<file path="src/verilog/ebs_pkg.sv">
// Constants and types of the external brake sequencer.
// Assumes a 20 MHz control clock and settings held stable while running.
//
// Function
// - Sequencing acts only when brake control is enabled; default disabled.
// - Selection offers disabled, enabled with DC injection, enabled without.
// - On run, accelerate only to release frequency and hold there.
// - At release frequency wait release time, then assert brake release.
// - Current below release threshold at release time: trip, brake error.
// - Confirmation assigned: hold frequency, wait up to confirmation time.
// - Confirmation not active within confirmation time: trip, brake error.
// - Confirmation unassigned: skip its wait, go to acceleration wait.
// - After confirmation or release, wait acceleration time, then speed up.
// - Run removed: decelerate to braking frequency, then drop brake release.
// - Confirmation assigned: hold until it drops, at most confirmation time.
// - Confirmation not inactive within confirmation time: trip, brake error.
// - After that, wait stopping time, then decelerate to zero.
// - Four wait timers accept 0 to 5 s in 0.01 s steps.
// - Release and braking frequencies accept 0 to 400 Hz, 0.01 Hz steps.
// - Release current threshold 0 to 3.2 times rated, default rated.
// - Release and error outputs go to general output terminals.
// - In position control, apply brake only when positioning completes.
package ebs_pkg;
  // ===========================================================
  // Timing
  localparam int unsigned CLK_PERIOD_NS = 50;
  localparam int unsigned TIME_STEP_NS  = 10_000_000;
  localparam int unsigned TICK_CYCLES   = TIME_STEP_NS / CLK_PERIOD_NS;

  // ===========================================================
  // Setting widths and limits
  localparam int unsigned TW = 10;
  localparam int unsigned FW = 16;
  localparam int unsigned CW = 9;
  localparam logic [TW-1:0] WAIT_MAX    = 10'h1F4;
  localparam logic [FW-1:0] FREQ_MAX    = 16'h9C40;
  localparam logic [CW-1:0] CUR_MAX     = 9'h140;
  localparam logic [CW-1:0] CUR_RATED   = 9'h064;
  localparam logic [FW-1:0] FREQ_ZERO   = 16'h0000;

  // ===========================================================
  // Brake control selection codes
  localparam logic [1:0] SEL_OFF    = 2'h0;
  localparam logic [1:0] SEL_ON_DC  = 2'h1;
  localparam logic [1:0] SEL_ON_NDC = 2'h2;

  typedef enum logic [3:0] {
    ST_IDLE, ST_ACC_REL, ST_WAIT_REL, ST_CONF_ON, ST_WAIT_ACC, ST_RUN,
    ST_POS_WAIT, ST_DEC_BRK, ST_CONF_OFF, ST_WAIT_STOP, ST_DEC_ZERO,
    ST_TRIP
  } ebs_state_t;
endpackage

</file>
<file path="src/verilog/ebs_tmr_if.sv">
// Wait timer link between the sequencer and its timer.
// Assumes both ends share the control clock.
`timescale 1ns/1ps
interface ebs_tmr_if;
  logic                 clear;
  logic [ebs_pkg::TW-1:0] limit;
  logic                 done;
  modport ctl (output clear, output limit, input done);
  modport tmr (input clear, input limit, output done);
endinterface

</file>
<file path="src/verilog/ebs_sync.sv">
// Two flip-flop synchroniser for a pin level.
// Assumes the pin is asynchronous to i_clk.
`timescale 1ns/1ps
module ebs_sync (
  input  wire logic i_clk,
  input  wire logic i_reset,
  input  wire logic i_async,
  output logic      o_sync
);
  logic meta_reg;
  logic meta_next;
  logic sync_reg;
  logic sync_next;

  always_comb begin
    meta_next = i_reset ? 1'b0 : i_async;
    sync_next = i_reset ? 1'b0 : meta_reg;
  end

  always_ff @(posedge i_clk) begin
    meta_reg <= meta_next;
    sync_reg <= sync_next;
  end

  assign o_sync = sync_reg;
endmodule

</file>
<file path="src/verilog/ebs_timer.sv">
// Wait timer counting 0.01 s steps while clear is low.
// Assumes the limit is already clamped by the sequencer.
`timescale 1ns/1ps
module ebs_timer #(
  parameter int unsigned P_TICK_CYCLES = ebs_pkg::TICK_CYCLES
) (
  input  wire logic i_clk,
  input  wire logic i_reset,
  ebs_tmr_if.tmr    tmr
);
  import ebs_pkg::*;

  logic [17:0]   pre_reg;
  logic [17:0]   pre_next;
  logic [TW-1:0] cnt_reg;
  logic [TW-1:0] cnt_next;
  logic          tick;

  assign tick = (pre_reg == 18'(P_TICK_CYCLES - 1));

  always_comb begin
    pre_next = tick ? 18'h0_0000 : pre_reg + 18'h0_0001;
    cnt_next = cnt_reg;
    if (tick && !tmr.done) begin
      cnt_next = cnt_reg + 10'h001;
    end
    if (i_reset || tmr.clear) begin
      pre_next = 18'h0_0000;
      cnt_next = 10'h000;
    end
  end

  always_ff @(posedge i_clk) begin
    pre_reg <= pre_next;
    cnt_reg <= cnt_next;
  end

  // Zero setting ends the wait at once
  assign tmr.done = (cnt_reg >= tmr.limit);
endmodule

</file>
<file path="src/verilog/ebs_top.sv">
// External brake sequencer: drives the frequency target, brake release
// and brake error of the drive. Assumes a ramp generator on the same clock
// follows o_freq_target and reports i_output_freq and i_output_current.
`timescale 1ns/1ps
module ebs_top #(
  parameter int unsigned P_TICK_CYCLES = ebs_pkg::TICK_CYCLES
) (
  input  wire logic                 i_clk,
  input  wire logic                 i_reset,
  input  wire logic                 i_run,
  input  wire logic [1:0]           i_brake_sel,
  input  wire logic                 i_confirm_assigned,
  input  wire logic                 i_brake_confirm_in,
  input  wire logic                 i_position_mode,
  input  wire logic                 i_position_done,
  input  wire logic [ebs_pkg::TW-1:0] i_wait_release,
  input  wire logic [ebs_pkg::TW-1:0] i_wait_accel,
  input  wire logic [ebs_pkg::TW-1:0] i_wait_stop,
  input  wire logic [ebs_pkg::TW-1:0] i_wait_confirm,
  input  wire logic [ebs_pkg::FW-1:0] i_release_freq,
  input  wire logic [ebs_pkg::FW-1:0] i_braking_freq,
  input  wire logic [ebs_pkg::FW-1:0] i_command_freq,
  input  wire logic [ebs_pkg::CW-1:0] i_release_current,
  input  wire logic [ebs_pkg::CW-1:0] i_output_current,
  input  wire logic [ebs_pkg::FW-1:0] i_output_freq,
  output logic [ebs_pkg::FW-1:0]      o_freq_target,
  output logic                        o_output_on,
  output logic                        o_brake_release_out,
  output logic                        o_brake_error_out,
  output logic                        o_dc_inject,
  output logic [3:0]                  o_state
);
  import ebs_pkg::*;

  // ===========================================================
  // Settings clamped to their legal ranges
  logic [TW-1:0] w_rel;
  logic [TW-1:0] w_acc;
  logic [TW-1:0] w_stp;
  logic [TW-1:0] w_cnf;
  logic [FW-1:0] f_rel;
  logic [FW-1:0] f_brk;
  logic [CW-1:0] c_rel;
  logic          enabled;
  logic          conf_s;
  logic          cur_ok;

  assign w_rel = (i_wait_release > WAIT_MAX) ? WAIT_MAX :
                 i_wait_release;
  assign w_acc = (i_wait_accel > WAIT_MAX) ? WAIT_MAX :
                 i_wait_accel;
  assign w_stp = (i_wait_stop > WAIT_MAX) ? WAIT_MAX :
                 i_wait_stop;
  assign w_cnf = (i_wait_confirm > WAIT_MAX) ? WAIT_MAX :
                 i_wait_confirm;
  assign f_rel = (i_release_freq > FREQ_MAX) ? FREQ_MAX :
                 i_release_freq;
  assign f_brk = (i_braking_freq > FREQ_MAX) ? FREQ_MAX :
                 i_braking_freq;
  assign c_rel = (i_release_current > CUR_MAX) ? CUR_MAX :
                 i_release_current;
  // Unknown selection code treated as disabled
  assign enabled = (i_brake_sel == SEL_ON_DC) ||
                   (i_brake_sel == SEL_ON_NDC);
  assign cur_ok  = (i_output_current >= c_rel);

  // ===========================================================
  // Pin synchroniser and wait timer
  ebs_tmr_if tmr ();

  ebs_sync u_sync (
    .i_clk   (i_clk),
    .i_reset (i_reset),
    .i_async (i_brake_confirm_in),
    .o_sync  (conf_s)
  );

  ebs_timer #(
    .P_TICK_CYCLES (P_TICK_CYCLES)
  ) u_timer (
    .i_clk   (i_clk),
    .i_reset (i_reset),
    .tmr     (tmr)
  );

  // ===========================================================
  // Sequencer
  ebs_state_t    state_reg;
  ebs_state_t    state_next;
  logic [FW-1:0] freq_reg;
  logic [FW-1:0] freq_next;
  logic          on_reg;
  logic          on_next;
  logic          rel_reg;
  logic          rel_next;
  logic          err_reg;
  logic          err_next;
  logic          dc_reg;
  logic          dc_next;

  // Timer restarts on every state change
  always_comb begin
    tmr.clear = (state_next != state_reg);
    case (state_reg)
      ST_WAIT_REL:  tmr.limit = w_rel;
      ST_WAIT_ACC:  tmr.limit = w_acc;
      ST_WAIT_STOP: tmr.limit = w_stp;
      default:      tmr.limit = w_cnf;
    endcase
  end

  always_comb begin
    state_next = state_reg;
    case (state_reg)
      ST_IDLE: begin
        if (i_run && enabled) begin
          state_next = ST_ACC_REL;
        end
      end
      ST_ACC_REL: begin
        if (!i_run) begin
          state_next = ST_DEC_ZERO;
        end else if (i_output_freq >= f_rel) begin
          state_next = ST_WAIT_REL;
        end
      end
      ST_WAIT_REL: begin
        if (!i_run) begin
          state_next = ST_DEC_ZERO;
        end else if (tmr.done) begin
          if (!cur_ok) begin
            state_next = ST_TRIP;
          end else if (i_confirm_assigned) begin
            state_next = ST_CONF_ON;
          end else begin
            state_next = ST_WAIT_ACC;
          end
        end
      end
      ST_CONF_ON: begin
        if (conf_s) begin
          state_next = ST_WAIT_ACC;
        end else if (tmr.done) begin
          state_next = ST_TRIP;
        end
      end
      ST_WAIT_ACC: begin
        if (tmr.done) begin
          state_next = ST_RUN;
        end
      end
      ST_RUN: begin
        if (!i_run) begin
          state_next = i_position_mode ? ST_POS_WAIT : ST_DEC_BRK;
        end
      end
      ST_POS_WAIT: begin
        // Positioning owns the speed; brake closes at its end
        if (i_position_done) begin
          state_next = i_confirm_assigned ? ST_CONF_OFF
                                          : ST_WAIT_STOP;
        end
      end
      ST_DEC_BRK: begin
        if (i_output_freq <= f_brk) begin
          state_next = i_confirm_assigned ? ST_CONF_OFF
                                          : ST_WAIT_STOP;
        end
      end
      ST_CONF_OFF: begin
        if (!conf_s) begin
          state_next = ST_WAIT_STOP;
        end else if (tmr.done) begin
          state_next = ST_TRIP;
        end
      end
      ST_WAIT_STOP: begin
        if (tmr.done) begin
          state_next = ST_DEC_ZERO;
        end
      end
      ST_DEC_ZERO: begin
        if (i_output_freq == FREQ_ZERO) begin
          state_next = ST_IDLE;
        end
      end
      ST_TRIP: state_next = ST_TRIP;
      default: state_next = ST_IDLE;
    endcase
    if (i_reset) begin
      state_next = ST_IDLE;
    end
  end

  // Outputs follow the next state so they align with state_reg
  always_comb begin
    freq_next = FREQ_ZERO;
    on_next   = 1'b1;
    rel_next  = 1'b0;
    err_next  = 1'b0;
    dc_next   = 1'b0;
    case (state_next)
      ST_IDLE: begin
        // Disabled: plain drive, no brake handling
        on_next   = i_run || (i_output_freq != FREQ_ZERO);
        freq_next = i_run ? i_command_freq : FREQ_ZERO;
      end
      ST_ACC_REL, ST_WAIT_REL: freq_next = f_rel;
      ST_CONF_ON, ST_WAIT_ACC: begin
        freq_next = f_rel;
        rel_next  = 1'b1;
      end
      ST_RUN, ST_POS_WAIT: begin
        freq_next = i_command_freq;
        rel_next  = 1'b1;
      end
      ST_DEC_BRK: begin
        freq_next = f_brk;
        rel_next  = 1'b1;
      end
      ST_CONF_OFF, ST_WAIT_STOP: freq_next = i_output_freq;
      ST_DEC_ZERO: freq_next = FREQ_ZERO;
      ST_TRIP: begin
        on_next  = 1'b0;
        err_next = 1'b1;
      end
      default: on_next = 1'b0;
    endcase
    // Zero reached in the final ramp: one-cycle DC hold as state goes idle
    dc_next = (state_reg == ST_DEC_ZERO) && (state_next == ST_IDLE) &&
              (i_brake_sel == SEL_ON_DC) && !i_run;
    if (i_reset) begin
      freq_next = FREQ_ZERO;
      on_next   = 1'b0;
      rel_next  = 1'b0;
      err_next  = 1'b0;
      dc_next   = 1'b0;
    end
  end

  always_ff @(posedge i_clk) begin
    state_reg <= state_next;
    freq_reg  <= freq_next;
    on_reg    <= on_next;
    rel_reg   <= rel_next;
    err_reg   <= err_next;
    dc_reg    <= dc_next;
  end

  assign o_freq_target       = freq_reg;
  assign o_output_on         = on_reg;
  assign o_brake_release_out = rel_reg;
  assign o_brake_error_out   = err_reg;
  assign o_dc_inject         = dc_reg;
  assign o_state             = state_reg;
endmodule

</file>
<file path="config.mk">
export PLATFORM = sky130hd
export DESIGN_NAME = ebs_top
export DESIGN_NICKNAME = d
export VERILOG_FILES = /design/src/verilog/ebs_pkg.sv /design/src/verilog/ebs_tmr_if.sv /design/src/verilog/ebs_sync.sv /design/src/verilog/ebs_timer.sv /design/src/verilog/ebs_top.sv
export SDC_FILE = /design/constraint.sdc
export NUM_CORES = 1
export LEC_CHECK = 0
export BUFFER_PORTS_ARGS = -buffer_cell sky130_fd_sc_hd__clkbuf_2
export CAP_MARGIN = 20
export CORE_UTILIZATION = 58
export CTS_BUF_LIST = sky130_fd_sc_hd__clkbuf_8
export CTS_CLUSTER_SIZE = 20
export DETAILED_ROUTE_END_ITERATION = 10
export GPL_TIMING_DRIVEN = 0
export PLACE_DENSITY = 0.92
export SLEW_MARGIN = 15
export SYNTH_ARGS = -nofsm -noshare
export SYNTH_HDL_FRONTEND = slang
export SYNTH_SLANG_ARGS = --single-unit
</file>
<file path="constraint.sdc">
create_clock -name i_clk -period 15 [get_ports i_clk]
set_clock_uncertainty 0.1 [all_clocks]
set_input_delay 3 -clock i_clk [delete_from_list [all_inputs] [get_ports i_clk]]
set_output_delay 3 -clock i_clk [all_outputs]
set_load 0.03 [all_outputs]
</file>
==> results of run 1 <==
## through the flow
step	instances	util [%]	total power, mW	instance area [sq um]
finish	885	73.69	0.6624	5783
global route	885	73.69	0.7036	5783
CTS	885	73.69	0.6547	5783
detailed placement	877	72.51	0.5714	5690
global placement	877	72.51	0.5595	5690
floorplan	622	-	0.4645	4797
## Yosys cell counts (16+ instances only)
master	n	area share, %
xor2_1	16	2.9
dfxtp_1	54	23
nand2_1	60	4.7
a21oi_1	27	2.8
inv_1	25	2.0
ha_1	54	14
nand4_1	20	2.6
nor2b_1	17	2.2
nor2_1	61	4.8
a221o_1	18	3.8
and3_1	18	2.3
o21ai_0	53	5.5
nand3_1	29	3.0
## area by class of cell
| type | count | area (sq um) | area share (%) |
|---|---|---|---|
| multi-input cells | 521 | 3507 | 60.64 |
| flip-flops and latches | 54 | 1081 | 18.69 |
| repair buffers | 153 | 765.7 | 13.24 |
| well taps | 102 | 127.6 | 2.207 |
| plain buffers | 21 | 111.4 | 1.926 |
| inverters | 26 | 97.59 | 1.688 |
| clock buffers | 5 | 68.82 | 1.190 |
| clock inverters | 3 | 23.77 | 0.4111 |
## cell families (layout without fill, tap and decap cells)
kind of cell | Yosys count | after routing | share of synthesized area, %
flops | 54 | 54 | 22.54
fa+ha+maj | 54 | 54 | 14.08
simple gates | 274 | 274 | 29.50
other cells | 1 | 1 | 0.07817
compound gates | 160 | 160 | 23.40
mux | 4 | 4 | 0.9389
xor+xnor | 28 | 28 | 5.112
buf+inv | 47 | 208 | 4.356
## metal layers
metal / wire length [um] / vias to the layer above / global-route usage [%]
met2: 7006 / 270 / 57.84
met5: 0 / - / 0
met3: 1105 / 38 / 4.926
met4: 328 / 0 / 9.359
met1: 6321 / 2566 / 44.58
li1: - / 2646 / -
## worst min path at each step
| stage | startpoint | end | cells past startpoint |
|---|---|---|---|
| final | u_sync.meta_reg$_SDFF_PP0_ | u_sync.o_sync$_SDFF_PP0_ | 1 |
| after global routing | u_sync.meta_reg$_SDFF_PP0_ | u_sync.o_sync$_SDFF_PP0_ | 1 |
| after CTS | u_sync.meta_reg$_SDFF_PP0_ | u_sync.o_sync$_SDFF_PP0_ | 1 |
| after floorplan | u_sync.meta_reg$_SDFF_PP0_ | u_sync.o_sync$_SDFF_PP0_ | 1 |
| after detailed placement | u_sync.meta_reg$_SDFF_PP0_ | u_sync.o_sync$_SDFF_PP0_ | 1 |
| after global placement | u_sync.meta_reg$_SDFF_PP0_ | u_sync.o_sync$_SDFF_PP0_ | 1 |
## power by group through the flow
| stage | sequential, mW | clock, mW | combinational [mW] |
|---|---|---|---|
| final | 0.177 | 0.0845 | 0.401 |
| after global routing | 0.179 | 0.0917 | 0.433 |
| after CTS | 0.176 | 0.0846 | 0.394 |
| after detailed placement | 0.180 | 0 | 0.392 |
| after global placement | 0.179 | 0 | 0.380 |
| after floorplan | 0.212 | 0 | 0.252 |
==> results.md, run 1 <==
- Status: finished clean
- Hold slack: roughly 0.36 ns
- Final worst slack: 7.229 ns
- Worst-Margin Slew: 0.9124 ns
- Relative slew slack: between 30% and 40%
- TritonCTS clock tree: built
- Max FFs per register: 18
- Net switching power: 0.3146 mW
- Setup TNS: 0 ns
- Largest net degree at the start of global routing: 19
- Total gr overflow: 0
- Crit path buffers/inverters: 3
- Flop2flop setup slack: around 9.6 ns
- H-tree lvl count: 2
- Syn avg cell area: 7.712 sq um
- RR Endpoint: o_freq_target[5]$_SDFF_PP0_
- R2r startpoint: o_state[1]$_DFF_P_
- Comb pwr share: between 60 and 70%
- Sequential share of the synthesized area: 22.54%
- R2R cell count: 20
- Pre-CTS WS: 7.038 ns
- Overall die width: between 90 and 100 um
- Die height: 92.95 um
- Yosys warns: 0
- Initial DRC Count: 358
- Core ar.: 7848 sq um
- Crit. path cell count: 18
- Initial Utilization: about 61%
- Wire length per cell: 16.68 um
- DP Wirelength: 12200 um
- FMAX: 128.7 MHz
- Cells along the critical path: clkbuf_2, or4_1, o31ai_1, a21oi_1, o31ai_1, clkbuf_1, nand2_1, ha_1, a21oi_1, nor3_1, or3_1, a2111o_1, a31o_2, o21ai_0, or3_1, clkbuf_2, o21ai_0, a221o_1
- Layout filler cell count: 647
- Nets: 967
- Initial antenna violation count: 0
- Post-synth EDFFs: 0
- Most frequent cells in the layout: clkbuf_2, nor2_1, nand2_1
- CTS Sinks: 54
- Max-capacitance violation count: 0
- IO Port Bufs: 153
- Slew Viols, Final: 0
- Family with the most delay on the worst path: compound AO/OA/AOI/OAI gates
- Worst skew pair latency: around 0.31 ns
- Count of mapped cells out of synthesis: 622
- Max VDD drop: about 100 uV
- RSZ-0062 raised after global routing: false
- Worst Setup End Kind: flip-flop
- Syn_nets: 807
- Total CTS buffers: 5
- Critical path class: input pin to flip-flop
- First-pass GRT wire length: 23720 um
- Top FF cell, synth: dfxtp_1
- Worst Path Max Fanout: 10
- PwrDens: about 110 nW/um^2
- Crit. Startpoint: i_braking_freq[0]
- Fin. Hold Viols: 0
- Cts hold-fix bufs: 0
- Site row count: 32
- GR Util All Layers: roughly a third
- Pint: between 0.3 and 0.4 mW
- Worst-path clk slew: 0.10 ns
- P_leak: 2.657 nW
- Minimum clock period: 7.771 ns
- FFs w/ async S/R, synth: 0%
- Worst path required time: between 15 and 20 ns
- Die ar.: 8639 sq um
- Area grow syn2layout: 20.55%
- Vias in the first global route: around 5200
- CP max stage delay: 0.53 ns
- # setup viols final: 0
- Hold Crit Class: flip-flop to flip-flop
- Switching share of total power: around 47%
- CTS-repair resized insts: 0
- DRC violations left: 0
- # Post-CTS Setup Buffers: 0
- Clock network fraction of total power: 12.8%
- CTS root buf: clkbuf_8
- Antenna viol nets, final: 0
- Startpoint Class: input pin
- Area of the mapped netlist: between 4000 and 5000 sq um
- Final worst-path cycle share: 51.81%
- Netlist cell types: 70
- FF+latch count, synth: 54
- Worst setup path endpoint: o_freq_target[5]$_SDFF_PP0_
- Routability cong.: 0.9941
- CP max stage cell: or4_1
- Clk buf depth: 2
- # diodes: 0
- Most common cell after layout, fill and taps aside: clkbuf_2
- Vias: approximately 5500
- Reg power frac: 26.7%
- Share of cells above drive strength 1: between 20% and 30%
- Vias/cell: 6.237
- Final WL: 14760 um
- Ports: between 150 and 200
- Pre-antenna DRT Iters: 6
- WP data arrival: ~8 ns
Note: power is estimated with default switching activity, not from simulation.
==> run 2, diff against run 1 <==
- CORE_UTILIZATION: 58 -> 48
- PLACE_DENSITY: 0.92 -> 0.81
- clock period: 15 -> 6.5 ns (I/O delays scaled with it)
==> results.md, run 2 (same netlist as run 1, synthesis figures left out) <==
- # diodes: 0
- Setup TNS: 0 ns
- Cells along the critical path: clkbuf_2, or4_1, o31ai_1, a21oi_1, o31ai_1, clkbuf_1, nand2_1, ha_1, a21oi_1, nor3_1, or3_1, a2111o_1, o221a_2, nor2_1, buf_2, nand3_1, o21ai_0, a221o_1
- Routability cong.: 0.9669
- CTS root buf: clkbuf_8
- Fin. Hold Viols: 0
- Initial Utilization: 49.31%
- Worst path required time: 6.66 ns
- Minimum clock period: roughly 6 ns
- Most common cell after layout, fill and taps aside: clkbuf_2
- CP max stage delay: 0.53 ns
- Slew Viols, Final: 0
- Initial antenna violation count: 0
- Largest net degree at the start of global routing: 20
- FMAX: roughly 170 MHz
- Worst-path clk slew: 0.11 ns
- Worst Path Max Fanout: 10
- Most frequent cells in the layout: clkbuf_2, nor2_1, nand2_1
- Worst-Margin Slew: 0.8051 ns
- PwrDens: 262.6 nW/um^2
- Clk buf depth: 2
- Final Power: 1.530 mW
- Hold slack: approximately 0.36 ns
- Share of cells above drive strength 1: 24.65%
- Placed Area: 5729 sq um
- Critical path class: input pin to flip-flop
- Overall die width: 102.0 um
- Hold Crit Class: flip-flop to flip-flop
- Final worst slack: 0.4813 ns
- Worst skew pair latency: slightly above 0.3 ns
- Max-capacitance violation count: 0
- Wire length per cell: 15.60 um
- Nets: 967
- # Post-CTS Setup Buffers: 0
- First-pass GRT wire length: 22460 um
- Pre-antenna DRT Iters: 5
- Vias/cell: 5.870
- Core ar.: 9729 sq um
- Final worst-path cycle share: 92.59%
- Family with the most delay on the worst path: compound AO/OA/AOI/OAI gates
- CTS-repair resized insts: 0
- Vias: 5377
- Max VDD drop: 122.4 uV
- Startpoint Class: input pin
- WP data arrival: between 6 and 7 ns
- CP max stage cell: or4_1
- Initial DRC Count: 419
- Pre-CTS WS: around 0.23 ns
- Core Util, Final: 59.89%
- GR Util All Layers: 27.12%
- Worst Setup End Kind: flip-flop
- TritonCTS clock tree: built
- DRC violations left: 0
- Non-filler instance count after layout: 916
- Placed Instances: approximately 910
- Ports: 155
- P_leak: 2.667 nW
- Area grow syn2layout: 21.47%
- Status: finished clean
- Final instance area: 5827 sq um
- Die ar.: 10400 sq um
- H-tree lvl count: 2
- Site row count: 36
- Die height: 102.0 um
- Final WL: 14290 um
- Antenna viol nets, final: 0
- Total gr overflow: 0
- DP Wirelength: 12050 um
- Max FFs per register: 18
- IO Port Bufs: 153
- Relative slew slack: 45.92%
- # setup viols final: 0
- RSZ-0062 raised after global routing: false
- Crit path buffers/inverters: 3
- Total CTS buffers: 5
- Vias in the first global route: 4895
- Cts hold-fix bufs: 0
- CTS Sinks: 54
run 2: cell types whose count changed in the layout (fill, tap and decap cells not counted), sizes merged:
cell      before  now
clkinv         0    1
clkinvlp       2    0
inv           27   28
run 2: path summary, 6_finish.rpt:
check	start	end	slack, ns	cells past startpoint
setup / recovery	i_braking_freq[0]	o_freq_target[10]$_SDFF_PP0_	0.48	18
hold / removal	u_sync.meta_reg$_SDFF_PP0_	u_sync.o_sync$_SDFF_PP0_	0.36	1
setup reg to reg	o_state[1]$_DFF_P_	o_freq_target[10]$_SDFF_PP0_	1.04	19
hold reg to reg	u_sync.meta_reg$_SDFF_PP0_	u_sync.o_sync$_SDFF_PP0_	0.36	1
run 2: final cells by class:
cell class	instances	area [sq um]
tap	133	166.4
sequential	54	1081
buffer	21	111.4
clock inverter	3	28.78
timing repair buffer	153	765.7
multi-input combinational	521	3507
fill	943	3902
clock buffer	5	68.82
inverter	26	97.59
run 2: layer usage:
| metal | global-route usage (%) | wire, um |
|---|---|---|
| met1 | 34.29 | 6002 |
| met2 | 47.50 | 7047 |
| met3 | 3.830 | 916 |
| met4 | 8.462 | 321 |
| met5 | 0 | 0 |
run 2: report_power, final:
part | leakage, nW | total, mW | switching (mW) | internal, mW
Combinational | 2.18 | 0.922 | 0.578 | 0.344
Sequential | 0.439 | 0.406 | 0.0260 | 0.380
Clock | 0.0506 | 0.202 | 0.121 | 0.0808
Total | 2.67 | 1.53 | 0.724 | 0.806
